## config.mk

```make
export PLATFORM = sky130hd
export DESIGN_NAME = pdp_handler
export DESIGN_NICKNAME = d
export VERILOG_FILES = /design/src/pdp_pkg.sv /design/src/pdp_handler.sv
export SDC_FILE = /design/constraint.sdc
export NUM_CORES = 1
export LEC_CHECK = 0
export ABC_AREA = 1
export BUFFER_PORTS_ARGS = -buffer_cell sky130_fd_sc_hd__buf_4
export CAP_MARGIN = 40
export CORE_MARGIN = 5
export CORE_UTILIZATION = 40
export DETAILED_ROUTE_END_ITERATION = 6
export PLACE_DENSITY = 0.74
export SYNTH_ARGS = -nofsm -noshare
export SYNTH_HDL_FRONTEND = slang
export SYNTH_SLANG_ARGS = --single-unit
```

## constraint.sdc

```tcl
create_clock -name core_clk -period 1.24 [get_ports core_clk]
set_input_delay 0.062 -clock core_clk [delete_from_list [all_inputs] [get_ports core_clk]]
set_output_delay 0.062 -clock core_clk [all_outputs]
set_load 0.01 [all_outputs]
```

## src/pdp_pkg.sv

```systemverilog
// package of constants and carrier types for the pci data parity error handler
package pdp_pkg;

  // ==========================================================================
  // timing, counted in pci bus clocks
  // ==========================================================================
  localparam int unsigned PERR_DLY_CONV = 2; // clocks after errored data phase
  localparam int unsigned PERR_DLY_PCIX = 3;
  localparam int unsigned PERR_SR_LEN   = PERR_DLY_PCIX - 1;

  // ==========================================================================
  // internal bus completer error message
  // ==========================================================================
  localparam logic [3:0] MSG_CLASS_CPL_ERR = 4'h2; // completer error
  localparam logic [7:0] MSG_IDX_RD_PAR    = 8'h82; // bus read parity error

  // ==========================================================================
  // carriers
  // ==========================================================================
  // configuration and mask bits, held by software elsewhere
  typedef struct packed {
    logic parity_resp_en;
    logic serr_en;
    logic dpe_recover_en;
    logic pcix_mode;
    logic serr_det_irq_en;
    logic mpe_mask;
    logic serr_asrt_mask;
    logic dpe_mask;
  } pdp_cfg_type;

  // sticky status and interrupt-status bits
  typedef struct packed {
    logic mpe;
    logic dpe;
    logic serr_asrt;
    logic irq_mpe;
    logic irq_dpe;
    logic irq_serr_asrt;
    logic irq_serr_det;
  } pdp_flag_type;

  typedef struct packed {
    logic [3:0] cls;
    logic [7:0] idx;
  } pdp_msg_type;

  localparam pdp_flag_type FLAG_RESET = 7'h00;
  localparam pdp_msg_type  MSG_RESET  = 12'h000;

  // outbound write error handling
  typedef enum logic [2:0] {
    OW_IDLE    = 3'b001,
    OW_DRAIN   = 3'b010,
    OW_RESTART = 3'b100
  } pdp_ow_state_type;

  localparam pdp_ow_state_type OW_RESET = OW_IDLE;

endpackage

```

## src/pdp_handler.sv

```systemverilog
// pci data parity error detection and reporting for the address translation unit
`timescale 1ns/10ps

// What this block does
// RULE1 - outbound write: target perr sampled with parity response set sets master parity flag
// RULE2 - after outbound write parity error, keep driving remaining data to drain the queue
// RULE3 - pci-x: perr after split response of non-posted write counts as write error
// RULE4 - master parity flag sets its interrupt-status bit when its mask is clear
// RULE5 - ordinary write error asserts serr only in pci-x, serr enabled, recover clear
// RULE6 - serr sets asserted flag, unmasked irq bit, and detected irq bit when enabled
// RULE7 - outbound write parity error gives no master completion on the internal bus
// RULE8 - on disconnect after write error, reinitiate as master until queue flushed
// RULE9 - msi write error: complete normally, then apply master parity flag handling
// RULE10 - msi write error asserts serr whenever serr enable and parity response are set, any mode
// RULE11 - pci-x inbound read split completion perr: finish normally, nothing more
// RULE12 - pci-x config write completion perr: finish normally, record nothing
// RULE13 - initiator may flag bad inbound read data; device as target does nothing
// RULE14 - inbound write error: keep accepting until initiator ends or queue full
// RULE15 - inbound write error drives perr 2 clocks later, 3 in pci-x, if enabled
// RULE16 - inbound write and read completion errors set detected flag and unmasked irq
// RULE17 - pci-x read completion error drives perr when enabled; that sets master flag
// RULE18 - read completion error sends internal message class 2h index 82h
// RULE19 - read completion error asserts serr when enabled and recover clear
// RULE20 - flags stay set until software clears; perr delay counted in bus clocks
module pdp_handler (
  input  wire logic                       core_clk,
  input  wire logic                       rst_n,
  input  wire pdp_pkg::pdp_cfg_type       cfg,
  input  wire pdp_pkg::pdp_flag_type      flag_clr,
  input  wire logic                       perr_n_i,
  input  wire logic                       ob_wr_active,
  input  wire logic                       ob_npw_split_win,
  input  wire logic                       ob_wr_disconnect,
  input  wire logic                       owq_empty,
  input  wire logic                       ob_msi_active,
  input  wire logic                       ob_msi_done,
  input  wire logic                       ib_wr_active,
  input  wire logic                       ib_wr_dphase,
  input  wire logic                       ib_wr_par_err,
  input  wire logic                       ib_queue_full,
  input  wire logic                       rdc_dphase,
  input  wire logic                       rdc_par_err,
  output logic                            perr_n_o,
  output logic                            perr_oe,
  output logic                            serr_n_o,
  output logic                            serr_oe,
  output pdp_pkg::pdp_flag_type           flags,
  output logic                            owq_drain,
  output logic                            ob_restart_req,
  output logic                            mst_cpl_block,
  output logic                            ib_wr_accept,
  output logic                            msg_valid,
  output pdp_pkg::pdp_msg_type            msg
);

  // ==========================================================================
  // helpers
  // ==========================================================================
  // interrupt-status set term: event gated by its mask
  function automatic logic irq_set(input logic ev, input logic mask);
    irq_set = ev & ~mask;
  endfunction

  pdp_pkg::pdp_flag_type     flags_q;
  pdp_pkg::pdp_flag_type     flags_d;
  pdp_pkg::pdp_ow_state_type ow_state_q;
  pdp_pkg::pdp_ow_state_type ow_state_d;
  logic [pdp_pkg::PERR_SR_LEN-1:0] perr_sr_q;
  logic [pdp_pkg::PERR_SR_LEN-1:0] rdc_sr_q;
  logic                      perr_q;
  logic                      serr_q;
  logic                      perr_n_q;
  logic                      serr_n_q;
  logic                      cpl_block_q;
  logic                      msi_perr_q;
  logic                      ib_accept_q;
  logic                      msg_valid_q;
  pdp_pkg::pdp_msg_type      msg_q;
  logic                      ow_perr;
  logic                      ib_err;
  logic                      rdc_err;
  logic                      perr_d;
  logic                      rdc_perr_d;
  logic                      msi_fire;
  logic                      mpe_ev;
  logic                      serr_d;

  // ==========================================================================
  // event decode
  // ==========================================================================
  // perr is only looked at while we master an outbound write or, in pci-x, in the split-response window after one; inbound
  // completions and inbound reads never reach any flag
  assign ow_perr  = ~perr_n_i & (ob_wr_active | (cfg.pcix_mode & ob_npw_split_win)); // [RULE3] [RULE11] [RULE12] [RULE13]
  assign ib_err   = ib_wr_dphase & ib_wr_par_err;
  assign rdc_err  = cfg.pcix_mode & rdc_dphase & rdc_par_err;
  // msi error is held until the write has completed normally
  assign msi_fire = ob_msi_done & (msi_perr_q | (~perr_n_i & ob_msi_active)); // [RULE9]

  // perr drive timing: tap the shift chain at the mode's delay
  assign perr_d = (~cfg.pcix_mode & perr_sr_q[pdp_pkg::PERR_DLY_CONV-2])
                | (cfg.pcix_mode & perr_sr_q[pdp_pkg::PERR_DLY_PCIX-2]); // [RULE15] [RULE17] [RULE20]
  assign rdc_perr_d = cfg.pcix_mode & rdc_sr_q[pdp_pkg::PERR_DLY_PCIX-2];

  // master parity error: write perr, msi done, or our own perr on read data
  assign mpe_ev = cfg.parity_resp_en & (ow_perr | msi_fire) | rdc_perr_d; // [RULE1] [RULE9] [RULE17]

  // serr decision per case
  assign serr_d = (cfg.parity_resp_en & ow_perr & cfg.pcix_mode & cfg.serr_en & ~cfg.dpe_recover_en) // [RULE5]
                | (cfg.parity_resp_en & msi_fire & cfg.serr_en)                                     // [RULE10]
                | (rdc_err & cfg.serr_en & ~cfg.dpe_recover_en);                                    // [RULE19]

  // ==========================================================================
  // perr delay chain
  // ==========================================================================
  // a bare shift chain, no counter, so back-to-back errored phases each get
  // their own perr clock
  always_ff @(posedge core_clk or negedge rst_n) begin
    if (!rst_n) begin
      perr_sr_q <= '0;
      rdc_sr_q  <= '0;
    end else begin
      perr_sr_q <= {perr_sr_q[pdp_pkg::PERR_SR_LEN-2:0], cfg.parity_resp_en & (ib_err | rdc_err)}; // [RULE15]
      rdc_sr_q  <= {rdc_sr_q[pdp_pkg::PERR_SR_LEN-2:0], cfg.parity_resp_en & rdc_err};             // [RULE17]
    end
  end

  // ==========================================================================
  // pin drivers
  // ==========================================================================
  // both pins are low-active; enable is high only while we pull low.
  // level and enable get separate flops so neither pin goes through a gate
  always_ff @(posedge core_clk or negedge rst_n) begin
    if (!rst_n) begin
      perr_q   <= 1'b0;
      perr_n_q <= 1'b1;
      serr_q   <= 1'b0;
      serr_n_q <= 1'b1;
    end else begin
      perr_q   <= perr_d;
      perr_n_q <= ~perr_d;
      serr_q   <= serr_d;
      serr_n_q <= ~serr_d;
    end
  end

  assign perr_n_o = perr_n_q;
  assign perr_oe  = perr_q;
  assign serr_n_o = serr_n_q;
  assign serr_oe  = serr_q;

  // ==========================================================================
  // msi pending error
  // ==========================================================================
  always_ff @(posedge core_clk or negedge rst_n) begin
    if (!rst_n) begin
      msi_perr_q <= 1'b0;
    end else if (ob_msi_done) begin
      msi_perr_q <= 1'b0;
    end else if (ob_msi_active & ~perr_n_i) begin
      msi_perr_q <= 1'b1; // [RULE9]
    end
  end

  // ==========================================================================
  // sticky flags: a set in the clear cycle wins
  // ==========================================================================
  always_comb begin
    flags_d               = flags_q & ~flag_clr;
    flags_d.mpe           = flags_d.mpe | mpe_ev;                                       // [RULE1] [RULE20]
    flags_d.irq_mpe       = flags_d.irq_mpe | irq_set(mpe_ev, cfg.mpe_mask);             // [RULE4]
    flags_d.dpe           = flags_d.dpe | ib_err | rdc_err;                             // [RULE16]
    flags_d.irq_dpe       = flags_d.irq_dpe | irq_set(ib_err | rdc_err, cfg.dpe_mask);   // [RULE16]
    flags_d.serr_asrt     = flags_d.serr_asrt | serr_d;                                 // [RULE6]
    flags_d.irq_serr_asrt = flags_d.irq_serr_asrt | irq_set(serr_d, cfg.serr_asrt_mask); // [RULE6]
    flags_d.irq_serr_det  = flags_d.irq_serr_det | (serr_d & cfg.serr_det_irq_en);      // [RULE6]
  end

  always_ff @(posedge core_clk or negedge rst_n) begin
    if (!rst_n) begin
      flags_q <= pdp_pkg::FLAG_RESET;
    end else begin
      flags_q <= flags_d; // [RULE20]
    end
  end

  assign flags = flags_q;

  // ==========================================================================
  // internal bus error message for read completion errors
  // ==========================================================================
  always_ff @(posedge core_clk or negedge rst_n) begin
    if (!rst_n) begin
      msg_valid_q <= 1'b0;
      msg_q       <= pdp_pkg::MSG_RESET;
    end else begin
      msg_valid_q <= rdc_err; // [RULE18]
      if (rdc_err) begin
        msg_q <= '{cls: pdp_pkg::MSG_CLASS_CPL_ERR, idx: pdp_pkg::MSG_IDX_RD_PAR}; // [RULE18]
      end
    end
  end

  assign msg_valid = msg_valid_q;
  assign msg       = msg_q;

  // ==========================================================================
  // inbound write acceptance
  // ==========================================================================
  // parity errors never throttle acceptance; only a full queue does
  always_ff @(posedge core_clk or negedge rst_n) begin
    if (!rst_n) begin
      ib_accept_q <= 1'b0;
    end else begin
      ib_accept_q <= ib_wr_active & ~ib_queue_full; // [RULE14]
    end
  end

  assign ib_wr_accept = ib_accept_q;

  // ==========================================================================
  // outbound write error sequencing
  // ==========================================================================
  always_comb begin
    ow_state_d = ow_state_q;
    case (ow_state_q)
      pdp_pkg::OW_IDLE: begin
        if (ow_perr) begin
          ow_state_d = pdp_pkg::OW_DRAIN; // [RULE2]
        end
      end
      pdp_pkg::OW_DRAIN: begin
        if (owq_empty) begin
          ow_state_d = pdp_pkg::OW_IDLE;
        end else if (ob_wr_disconnect) begin
          ow_state_d = pdp_pkg::OW_RESTART; // [RULE8]
        end
      end
      pdp_pkg::OW_RESTART: begin
        if (owq_empty) begin
          ow_state_d = pdp_pkg::OW_IDLE;
        end else if (ob_wr_active) begin
          ow_state_d = pdp_pkg::OW_DRAIN; // [RULE8]
        end
      end
      default: begin
        ow_state_d = pdp_pkg::OW_IDLE;
      end
    endcase
  end

  always_ff @(posedge core_clk or negedge rst_n) begin
    if (!rst_n) begin
      ow_state_q <= pdp_pkg::OW_RESET;
    end else begin
      ow_state_q <= ow_state_d;
    end
  end

  // completion suppression has its own flop so the pin carries no gate
  always_ff @(posedge core_clk or negedge rst_n) begin
    if (!rst_n) begin
      cpl_block_q <= 1'b0;
    end else begin
      cpl_block_q <= (ow_state_d != pdp_pkg::OW_IDLE); // [RULE7]
    end
  end

  // one-hot bits are the outputs themselves
  assign owq_drain      = ow_state_q[1]; // [RULE2]
  assign ob_restart_req = ow_state_q[2]; // [RULE8]
  assign mst_cpl_block  = cpl_block_q;   // [RULE7]
endmodule

```

==> results.md, run 1 <==
Outcome:
- The run finished with clean final reports.

Worst setup path:
- The beginning of the worst register-to-register path is flags[2].
- The endpoint of the worst-slack reg-to-reg timing path is flags[2].
- The worst setup path category is flip-flop to flip-flop.
- The highest fanout seen on the critical path is 2.
- The depth of the worst register-to-register path is 3.
- The critical path starts at flags[2].
- Traced cell by cell, the critical path runs through inv_1 -> o22ai_1 -> dlygate4sd3_1.
- The required time at the worst-slack endpoint is about 1.4 ns.
- The data arrival time of the critical path is 1.38 ns.
- The worst setup path is launched from a flip-flop.
- The slowest stage of the critical path is the dlygate4sd3_1 cell.
- STA classifies the critical path endpoint as a flip-flop.
- On the worst path, the slowest cell contributes a delay of 0.55 ns.
- The slack of the worst reg-to-reg path is approximately 0.054 ns.

STA:
- The final count of negative-setup-slack endpoints is 0.
- For this run, the top clock speed supported by timing is 0.8429 GHz.
- The worst path uses approximately 96% of the clock period.
- The final total negative setup slack is 0 ns.
- The clock skew is 0.002551 ns.
- Setup repair after global routing left no endpoint under its margin.
- The number of slew-limit violations in the final report was 0.
- The minimum period implied by the final worst setup slack is ~1.2 ns.
- The hold violation total from the final report is 0.

Min path:
- The startpoint identified for the worst hold timing path is ob_msi_active.
- The number of instances on the worst hold path is 3.
- The endpoint of the worst hold path is msi_perr_q.
- The class of the tightest hold or removal check is input pin to flip-flop.

Clock network:
- Clock-pin slew was measured on the worst setup and hold paths at 0.12 ns.
- The clock passes through at most 2 buffers.
- The number of CTS-inserted buffers is 3.
- The maximum level of the CTS H-tree is 1.
- The TritonCTS clock tree is yes.
- Clock latency on the worst-skew pair, taken at its later pin, is ~0.30 ns.
- For this design, the CTS-stage hold fixing added 16 buffers.
- The library cell used as clock root buffer is clkbuf_4.
- Once the clock tree was built, the resizer swapped 0 gates to a different size.
- Counting every sink on the clock net gives 23.
- The number of setup buffers added after CTS is 0.

Synthesis:
- The cell count after synthesis is roughly 110.
- In the synthesized netlist, the cells that appear most often are 24 x inv_1, 20 x dfrtp_1, 15 x nand2_1.
- Among all cell types in the netlist, the one instantiated most often is inv_1.
- The sequential cell area fraction in the yosys report is approximately three fifths.
- Synthesis inferred 23 register bits.
- The mapped cell area is 997.2 um^2.
- The cell type contributing the most total cell area after synthesis is dfrtp_1.
- The average cell area after synthesis is 9.149 um^2.
- For this run, the number of Yosys warnings is 0.
- The async set or reset register ratio after synthesis is between 90% and 100%.
- In this run the biggest area consumer among cell types represents approximately 50% of the synthesized area.
- The dominant register cell in the synthesized netlist is dfrtp_1.
- The number of different library cells used by synthesis comes to 20.
- The count of flip-flops with a built-in enable after synthesis is 0.
- In the post-synthesis netlist, the biggest area contributors are dfrtp_1 50%, inv_1 9.0%, buf_4 8.3%, dfstp_2 7.9%, nand2_1 5.6%.

Floorplan:
- In this run the horizontal extent of the chip is 59.93 um.
- The I/O pin count is 58.
- The die is 59.93 um tall.
- The floorplan step defined a die boundary enclosing about 3600 um^2.
- The initialized floorplan defines 18 standard-cell rows.
- The area inside the core boundary is roughly 2400 um^2.
- The initial cell density of the core is about two fifths.

Power and ir drop:
- In this run, the clock network consumes about 22% of the power.
- The power density of the placed cells is roughly 960 nW/um^2.
- The leakage power is 0.8649 nW.
- The logic gate share of total power is 22.1%.
- The maximum resistive drop on vdd is 0.5951 mV.
- The net switching power figure is 0.3792 mW.
- The total chip power is between 1 and 1.5 mW.
- The switching power as a share of total power is 25.50%.
- Per report_power, the sequential group accounts for a little under three fifths of the total.
- The internal power of the cells totals 1.108 mW.

Placement:
- The number of placed instances, taps included, is ~180.
- The wire-length estimate of the detail-placed layout is about 1700 um.
- Summing all placed instances gives a cell area of about 1300 um^2.
- Buffers placed on the I/O ports in this run total 48.
- The placer's final routability congestion estimate is 0.7821.

Route:
- The first detailed-routing pass took 4 iterations.
- The number of vias after detailed routing is around 900.
- Wires add up to between 2000 and 2500 um.
- The iteration-0 DRC count of the detailed router is 7.
- The count of nets left with antenna violations once routing finished came out at 0.
- The number of vias per cell is about 4.4.
- The detailed-route DRC error count is 0.
- In the final routed layout, each cell accounts on average for 11.46 um.

Layout:
- The area added between synthesis and finish is 54.58%.
- The post-layout utilization of the core is between 60% and 70%.
- For this run, the post-layout net count is slightly above 200.
- With fillers left out, the area of the finished cells amounts to about 1500 um^2.
- After the flow finishes, the layout carries non-filler instances totaling around 210.
- The fraction of final layout cells with drive strength greater than 1 is 34.86%.

Global route:
- The total congestion overflow after global routing is 0.
- Entering global routing, the biggest net connects 24 pins.
- The number of antenna violations at the first check in global routing was 0.
- Global routing consumed, over all layers together, 14.35% of the routing resources.
- The number of global-route vias before repair came to 944.
- The first global-routing pass estimated 3829 um of wire.

Flow run:
- The number of maximum-capacitance violations is 0.
[power by group through the flow]
stage	logic (mW)	registers [mW]	clock network, mW
after global placement	0.275	0.840	0
after floorplan	0.112	0.861	0
final	0.328	0.827	0.332
after global routing	0.364	0.835	0.379
after CTS	0.326	0.827	0.351
after detailed placement	0.283	0.841	0
[area by class of cell]
type / count / area [um^2]
diodes: 1 / 2.502
clock buffers: 4 / 26.28
fillers: 218 / 890.9
inverters: 26 / 97.59
multi-input cells: 57 / 267.8
flip-flops and latches: 23 / 579.3
well taps: 30 / 37.54
repair buffers: 65 / 530.5
[layer usage]
metal / track usage [%] / wire [um]
met1: 14.60 / 789
met5: 0 / 0
met4: 7.595 / 60
met2: 27.78 / 1271
met3: 1.728 / 239
[logic make-up after synthesis]
| kind of cell | Yosys count | synth area share [%] |
|---|---|---|
| other | 1 | 0.3761 |
| buffers and inverters | 37 | 18.07 |
| AOI/OAI and AO/OA | 13 | 8.030 |
| DFF | 23 | 58.09 |
| and+or+nand+nor | 35 | 15.43 |
[state kept, by name, indices dropped and copies added, names as in the netlist]
register and cells:
msg_valid 1, mst_cpl_block 1, msi_perr_q 1, perr_n_o 1, serr_n_o 1, serr_oe 1, ib_wr_accept 1, perr_sr_q 2
perr_oe 1, rdc_sr_q 2, msg 1, ow_state_q 3, flags 7
[through the flow]
step                      worst slack [ns]  hold WS, ns
final                              0.05359      0.01596
after global routing              0.004877     0.002083
after global placement              0.1917     -0.03246
after detailed placement            0.1429     -0.03298
after CTS                          0.05961      0.01389
after floorplan                     0.2110      -0.2336
[placed cells by master, fill, tap and decap left out, drive strengths merged]
master,count
buf,48
inv,26
dfrtp,20
nand2,18
dlygate4sd3,17
conb,9
nand3,8
nor2,7
o21ai,6
clkbuf,4
dfstp,3
a21oi,2
o22ai,2
diode,1
o2bb2ai,1
a22oi,1
nand4,1
o21bai,1
or2,1
[worst max-delay path: cells and delay by family, from the launching register on]
family          cells  cell delay, ns
flops               1            0.40
buf+inv             2            0.61
compound gates      1            0.07
[worst max path at each step]
| stage | slack [ns] | depth (start not counted) | to |
|---|---|---|---|
| 2_1_floorplan | 0.21 | 5 | mst_cpl_block |
| 3_3_place_gp | 0.19 | 5 | mst_cpl_block |
| 3_5_place_dp | 0.14 | 5 | mst_cpl_block |
| 4_1_cts | 0.06 | 3 | flags[2] |
| 5_1_grt | 0.005 | 3 | flags[2] |
| 6_report | 0.05 | 3 | flags[2] |
(Power assumes the default switching activity.)
==> run 2: changes to the inputs <==
Settings changed: CORE_UTILIZATION 40 to 32, PLACE_DENSITY 0.74 to default.
==> run 2 against run 1 <==
Cell count is 6.8% higher. Sequential power about the same. Global-route usage decreased by 2.8 points. Combinational power is essentially flat. Total power increased by 0.81%. Hold slack lost 0.013 ns. Largest cell class unchanged.
==> results.md, run 2 (synthesis results as in run 1) <==
Worst setup path:
- The sort of element at the end of the critical path is a flip-flop.
- The beginning of the worst register-to-register path is flags[2].
- The data arrival time of the critical path was 1.38 ns (about the same).
- Walking the worst path, the cells encountered are inv_1 -> o22ai_1 -> dlygate4sd3_1.
- The setup path with the least slack is of type flip-flop to flip-flop.
- The most critical setup path has its startpoint at flags[2].
- The required time at the worst-slack endpoint is 1.45 ns (+0.02 ns).
- The delay of the slowest cell on the worst path is 0.55 ns (about the same).
- The capture point of the worst path is flags[2].
- The highest fanout seen on the critical path is 2 (unchanged).
- The worst setup path is launched from a flip-flop.
- The depth of the worst register-to-register path is 3 (unchanged).
- The slack of the worst reg-to-reg path was 0.07 ns (about the same).
- The cell type of the slowest stage on the worst timing path is dlygate4sd3_1.
- The endpoint of the worst-slack reg-to-reg timing path is flags[2].

Clock network:
- The count of clock tree sinks came to 23 (unchanged).
- The worst-case clock buffer depth is 2 (unchanged).
- The clock transition at the registers of the reported paths is 0.13 ns (about the same).
- The number of CTS-inserted buffers is 3 (unchanged).
- The library cell used as clock root buffer is clkbuf_4.
- The maximum level of the CTS H-tree is 1 (unchanged).
- The count of instances resized after the clock tree is built was 0 (unchanged).
- The cts-stage hold buffer count is 18 (+2).
- The clock insertion delay at the later pin of the skew report is 0.31 ns (about the same).
- The number of setup buffers added after CTS came to 0 (unchanged).
- TritonCTS built the clock tree.

Route:
- The number of vias per cell is 4.141 (-5.0%).
- The detailed-route DRC error count was 0 (unchanged).
- The final wirelength was 2337 um (-0.97%).
- The remaining antenna violation count after routing is 0 (unchanged).
- The number of detailed-routing iterations run before antenna repair is 4 (unchanged).
- The iteration-0 DRC count of the detailed router is 29 (+22).
- The routed length per instance is 10.62 um (-7.3%).
- The number of vias after detailed routing is 911 (+1.4%).

Power and ir drop:
- The clock share of power is 22.9% (+0.6 points).
- The power density of the placed cells is 957.1 nW/um^2 (-0.80%).
- The switching power as a share of total power is 25.95% (+0.45 points).
- The part of the power in registers came to 55.2% (-0.4 points).
- The leakage power came to 0.8691 nW (+0.48%).
- The maximum resistive drop on vdd is 0.6874 mV (+16%).
- The net switching power figure is 0.3890 mW (+2.6%).
- The cell internal power dissipation is 1.110 mW (+0.21%).
- The logic gate share of total power came to 21.9% (-0.2 points).

Outcome:
- The flow ran to the end, and the final reports show no timing, DRC or antenna violations.

Layout:
- The fraction of final layout cells with drive strength greater than 1 is 34.66% (-0.20 points).
- Leaving out fill and tap cells, the most frequent cells in the layout are 48 x buf_4, 24 x inv_1, 20 x dfrtp_1.
- The antenna diode count was 0 (-1).
- The number of fill cells in the layout was 291 (+33%).
- The net count reported at finish is 207 (+0.49%).
- The register area is 579.3 um^2 (unchanged).
- The number of flip-flops in the largest register was 7 (unchanged).
- The area added between synthesis and finish is 57.09%.
- The area used by multi-input combinational logic was 267.8 um^2 (unchanged).
- The library cell used most frequently in the layout, excluding fill and tap cells, is buf_4.
- The total non-filler cell area in the finished layout is 1567 um^2 (+1.6%).
- The post-layout instance count excluding filler cells is 220 (+6.8%).

Floorplan:
- The I/O pin count is 58 (unchanged).
- The area inside the core boundary was 3028 um^2 (+24%).
- The initial cell density of the core is 32.93% (-8.1 points).
- The die span in y is 65.83 um (+9.8%).
- The horizontal die dimension is 65.83 um (+9.8%).
- The number of core rows is 20 (+2).
- The overall die area is 4333 um^2 (+21%).

Placement:
- The detailed-placement wirelength estimate is 1800 um (+5.3%).
- The number of port buffers is 48 (unchanged).
- The cell count after placement is 198 (+7.6%).
- The worst slack at placement is 0.1575 ns (+0.01458 ns).
- The standard cell area after detailed placement is 1360 um^2 (+1.3%).
- The placer's final routability congestion estimate is 0.7200 (-7.9%).

STA:
- Setup repair after global routing left no endpoint under its margin.
- The hold violation total from the final report is 0 (unchanged).
- The minimum period implied by the final worst setup slack was 1.174 ns (-0.01289 ns).
- The final total negative setup slack is 0 ns (unchanged).
- The clock skew was 0.01267 ns (+0.01012 ns).
- The timing-limited maximum frequency is 0.8521 GHz (+1.1%).
- The final worst slack is 0.06649 ns (+0.01289 ns).
- The final count of negative-setup-slack endpoints was 0 (unchanged).
- The number of slew-limit violations in the final report was 0 (unchanged).
- The share of the clock period used by the worst path after layout is 94.64% (-1.0 points).

Global route:
- The global-route wire length before repair is 3815 um (-0.37%).
- The number of global-route vias before repair is 929 (-1.6%).
- The total congestion overflow after global routing is 0 (unchanged).
- The number of antenna violations at the first check in global routing is 0 (unchanged).
- The maximum number of pins on one net before global-route repair came to 24 (unchanged).
- The overall global routing resource usage was 11.52% (-2.8 points).

Min path:
- The worst hold path belongs to the class input pin to flip-flop.

Flow run:
- The number of maximum-capacitance violations is 0 (unchanged).
[run 2: routing by layer]
| metal | routed length (um) | global-route usage [%] |
|---|---|---|
| met5 | 0 | 0 |
| met3 | 193 | 3.061 |
| met4 | 34 | 4.663 |
| met1 | 862 | 11.27 |
| met2 | 1246 | 22.40 |
[run 2: how the worst min path moves through the flow]
stage / slack (ns) / endpoint / startpoint / depth (start not counted)
2_1_floorplan: -0.23 / flags[0] / rst_n / 0
3_3_place_gp: -0.03 / ow_state_q[2] / rst_n / 1
3_5_place_dp: -0.03 / ow_state_q[2] / rst_n / 1
4_1_cts: 0.004 / msi_perr_q / ob_msi_active / 3
5_1_grt: 0.03 / msi_perr_q / ob_msi_active / 3
6_report: 0.002 / msi_perr_q / ob_msi_active / 3
[run 2: cell type report]
| cell class | count | share of cell area, % |
|---|---|---|
| Multi-Input combinational cell | 57 | 17.09 |
| Clock buffer | 4 | 1.677 |
| Tap cell | 44 | 3.514 |
| Sequential cell | 23 | 36.98 |
| Inverter | 26 | 6.230 |
| Timing Repair Buffer | 66 | 34.50 |
[run 2: critical path: cells and delay by family (launching register included)]
kind | cells | cell delay [ns]
compound gates | 1 | 0.07
buf+inv | 2 | 0.60
flops | 1 | 0.40
[run 2: stage by stage]
stage / total power, mW / hold slack, ns / util, %
2_1_floorplan: 0.9727 / -0.2336 / -
3_3_place_gp: 1.120 / -0.02913 / 44.92
3_5_place_dp: 1.127 / -0.02769 / 44.92
4_1_cts: 1.516 / 0.004329 / 51.74
5_1_grt: 1.576 / 0.03371 / 51.74
6_report: 1.499 / 0.002475 / 51.74
[run 2: power groups by stage]
stage	clock (mW)	combinational, mW	sequential, mW
finish	0.343	0.328	0.828
global route	0.376	0.364	0.835
CTS	0.355	0.331	0.829
detailed placement	0	0.283	0.844
global placement	0	0.279	0.841
floorplan	0	0.112	0.861
==> run 3: changes to the inputs <==
Settings changed: MAX_ROUTING_LAYER from default to met4, RECOVER_POWER from default to 50, SLEW_MARGIN from default to 20.
==> run 3 against run 2 <==
Sequential power hardly changed. Routed wire length is 0.26% higher. Total power is 0.23% lower. Via count is 0.11% lower. Register-to-register slack hardly changed. Cell count stayed put. Clock power hardly changed.
==> results.md, run 3 (synthesis results as in run 1) <==
Route:
- The number of detailed-routing iterations run before antenna repair was 4 (unchanged).
- The remaining antenna violation count after routing is 0 (unchanged).
- The number of vias after detailed routing came to 910 (-0.11%).
- The detailed-route DRC error count is 0 (unchanged).
- The iteration-0 DRC count of the detailed router is 28 (-3.4%).
- The number of vias per cell was 4.136 (-0.11%).
- The final wirelength is 2343 um (+0.26%).
- The routed length per instance is 10.65 um (+0.26%).

Worst setup path:
- The required time at the worst-slack endpoint is 1.45 ns (about the same).
- The signal on the critical path passes through inv_1 -> o22ai_1 -> dlygate4sd3_1.
- The cell type of the slowest stage on the worst timing path is dlygate4sd3_1.
- The slack of the worst reg-to-reg path is 0.07 ns (about the same).
- The highest fanout seen on the critical path is 2 (unchanged).
- The data arrival time of the critical path is 1.38 ns (about the same).
- On the critical path the largest part of the delay comes from buffers and inverters.
- The delay of the slowest cell on the worst path is 0.55 ns (about the same).
- The sort of element at the end of the critical path is a flip-flop.
- The worst setup path category is flip-flop to flip-flop.
- The startpoint type of the worst setup path is a flip-flop.
- The number of buffers and inverters on the critical path is 2 (unchanged).

Global route:
- The number of antenna violations at the first check in global routing is 0 (unchanged).
- The number of global-route vias before repair is 929 (unchanged).
- The total congestion overflow after global routing was 0 (unchanged).
- The global-route wire length before repair is 3822 um (+0.18%).
- The maximum number of pins on one net before global-route repair was 24 (unchanged).
- The overall global routing resource usage is 11.83% (+0.31 points).

Floorplan:
- The area inside the core boundary is 3028 um^2 (unchanged).
- The overall die area is 4333 um^2 (unchanged).
- The number of core rows came to 20 (unchanged).
- The I/O pin count was 58 (unchanged).
- The initial cell density of the core is 32.93% (unchanged).
- The horizontal die dimension is 65.83 um (unchanged).
- The die span in y was 65.83 um (unchanged).

Layout:
- The net count reported at finish was 207 (unchanged).
- The number of flip-flops in the largest register is 7 (unchanged).
- The area growth from synthesis to layout is 56.46%.
- Leaving out fill and tap cells, the most frequent cells in the layout are 46 x buf_4, 24 x inv_1, 20 x dfrtp_1.
- The antenna diode count was 0 (unchanged).
- The register area is 579.3 um^2 (unchanged).
- The fraction of final layout cells with drive strength greater than 1 is 34.09% (-0.57 points).
- The post-layout instance count excluding filler cells is 220 (unchanged).
- The most common cell after layout, fill and taps aside is buf_4.
- The area used by multi-input combinational logic came to 267.8 um^2 (unchanged).
- The number of fill cells in the layout is 294 (+1.0%).

Clock network:
- The cts-stage hold buffer count is 18 (unchanged).
- The number of setup buffers added after CTS is 0 (unchanged).
- The clock insertion delay at the later pin of the skew report came to 0.31 ns (about the same).
- The maximum level of the CTS H-tree is 1 (unchanged).
- The count of instances resized after the clock tree is built was 0 (unchanged).
- The TritonCTS clock tree is yes.
- The clock transition at the registers of the reported paths is 0.13 ns (about the same).
- The number of CTS-inserted buffers is 3 (unchanged).
- The count of clock tree sinks is 23 (unchanged).
- The library cell used as clock root buffer is clkbuf_4.
- The worst-case clock buffer depth is 2 (unchanged).

Placement:
- The detailed-placement wirelength estimate is 1800 um (unchanged).
- The worst slack at placement came to 0.1575 ns (unchanged).
- The number of port buffers was 48 (unchanged).
- The cell count after placement is 198 (unchanged).
- The placer's final routability congestion estimate came to 0.7284 (+1.2%).

STA:
- The hold violation total from the final report is 0 (unchanged).
- Setup repair after global routing left no endpoint under its margin.
- The timing-limited maximum frequency is 0.8522 GHz (about the same).
- The worst-case hold slack is 0.003503 ns (+0.001027 ns).
- The final count of negative-setup-slack endpoints was 0 (unchanged).
- The final total negative setup slack is 0 ns (unchanged).
- The share of the clock period used by the worst path after layout is 94.64% (about the same).
- The clock skew came to 0.01240 ns (-0.0002716 ns).
- The minimum period implied by the final worst setup slack is 1.173 ns (-0.00002970 ns).
- The final worst slack is 0.06652 ns (+0.00002970 ns).
- The number of slew-limit violations in the final report is 0 (unchanged).
- The remaining max-slew budget at the tightest pin is 63.58%.
- At the pin with the least slew margin, the transition time is 0.5463 ns.

Power and ir drop:
- The power density of the placed cells is 958.8 nW/um^2 (+0.17%).
- The maximum resistive drop on vdd is 0.6861 mV (-0.18%).
- The total chip power is 1.496 mW (-0.23%).
- The leakage power is 0.8648 nW (-0.49%).

Outcome:
- The flow ran to the end, and the final reports show no timing, DRC or antenna violations.

Flow run:
- The number of maximum-capacitance violations is 0 (unchanged).

Min path:
- The tightest min-delay check is of the input pin to flip-flop type.
## run 3: cell types whose count changed in the layout (fill, tap and decap cells not counted), sizes merged
cell / previous run / this run
clkbuf: 4 / 6
buf: 48 / 46
## run 3: worst paths after layout
path | cells after the start | end | startpoint
hold reg to reg | 0 | rdc_sr_q[1] | rdc_sr_q[0]
hold / removal | 3 | msi_perr_q | ob_msi_active
min in group asynchronous | 2 | ow_state_q[2] | rst_n
setup / recovery | 3 | flags[2] | flags[2]
setup reg to reg | 3 | flags[2] | flags[2]
max in group asynchronous | 2 | serr_n_o | rst_n
## run 3: per-stage QoR
step | cell area [um^2] | util, %
after global placement | 1360 | 44.92
after global routing | 1560 | 51.53
after CTS | 1567 | 51.74
final | 1560 | 51.53
after floorplan | 1027 | -
after detailed placement | 1360 | 44.92
## run 3: per-layer routing
| metal | wire length [um] | global-route usage (%) |
|---|---|---|
| met5 | 0 | - |
| met3 | 187 | 2.891 |
| met2 | 1247 | 22.40 |
| met4 | 36 | 4.663 |
| met1 | 872 | 11.37 |
## run 3: area by class of cell
class                           count  share of cell area, %
Inverter                           26                  6.255
Sequential cell                    23                  37.13
Clock buffer                        4                  1.684
Tap cell                           44                  3.528
Multi-Input combinational cell     57                  17.16
Timing Repair Buffer               66                  34.24
## run 3: report_power, final
| part | switching, mW | total [mW] | leakage [nW] | internal [mW] |
|---|---|---|---|---|
| Combinational | 0.149 | 0.326 | 0.560 | 0.177 |
| Clock | 0.217 | 0.342 | 0.0150 | 0.125 |
| Sequential | 0.0229 | 0.828 | 0.290 | 0.805 |
| Total | 0.388 | 1.50 | 0.865 | 1.11 |
## run 3: worst register-to-register path: stages, from the launching register on
cell	delay, ns
dfrtp_1	0.40
inv_1	0.05
o22ai_1	0.07
dlygate4sd3_1	0.55
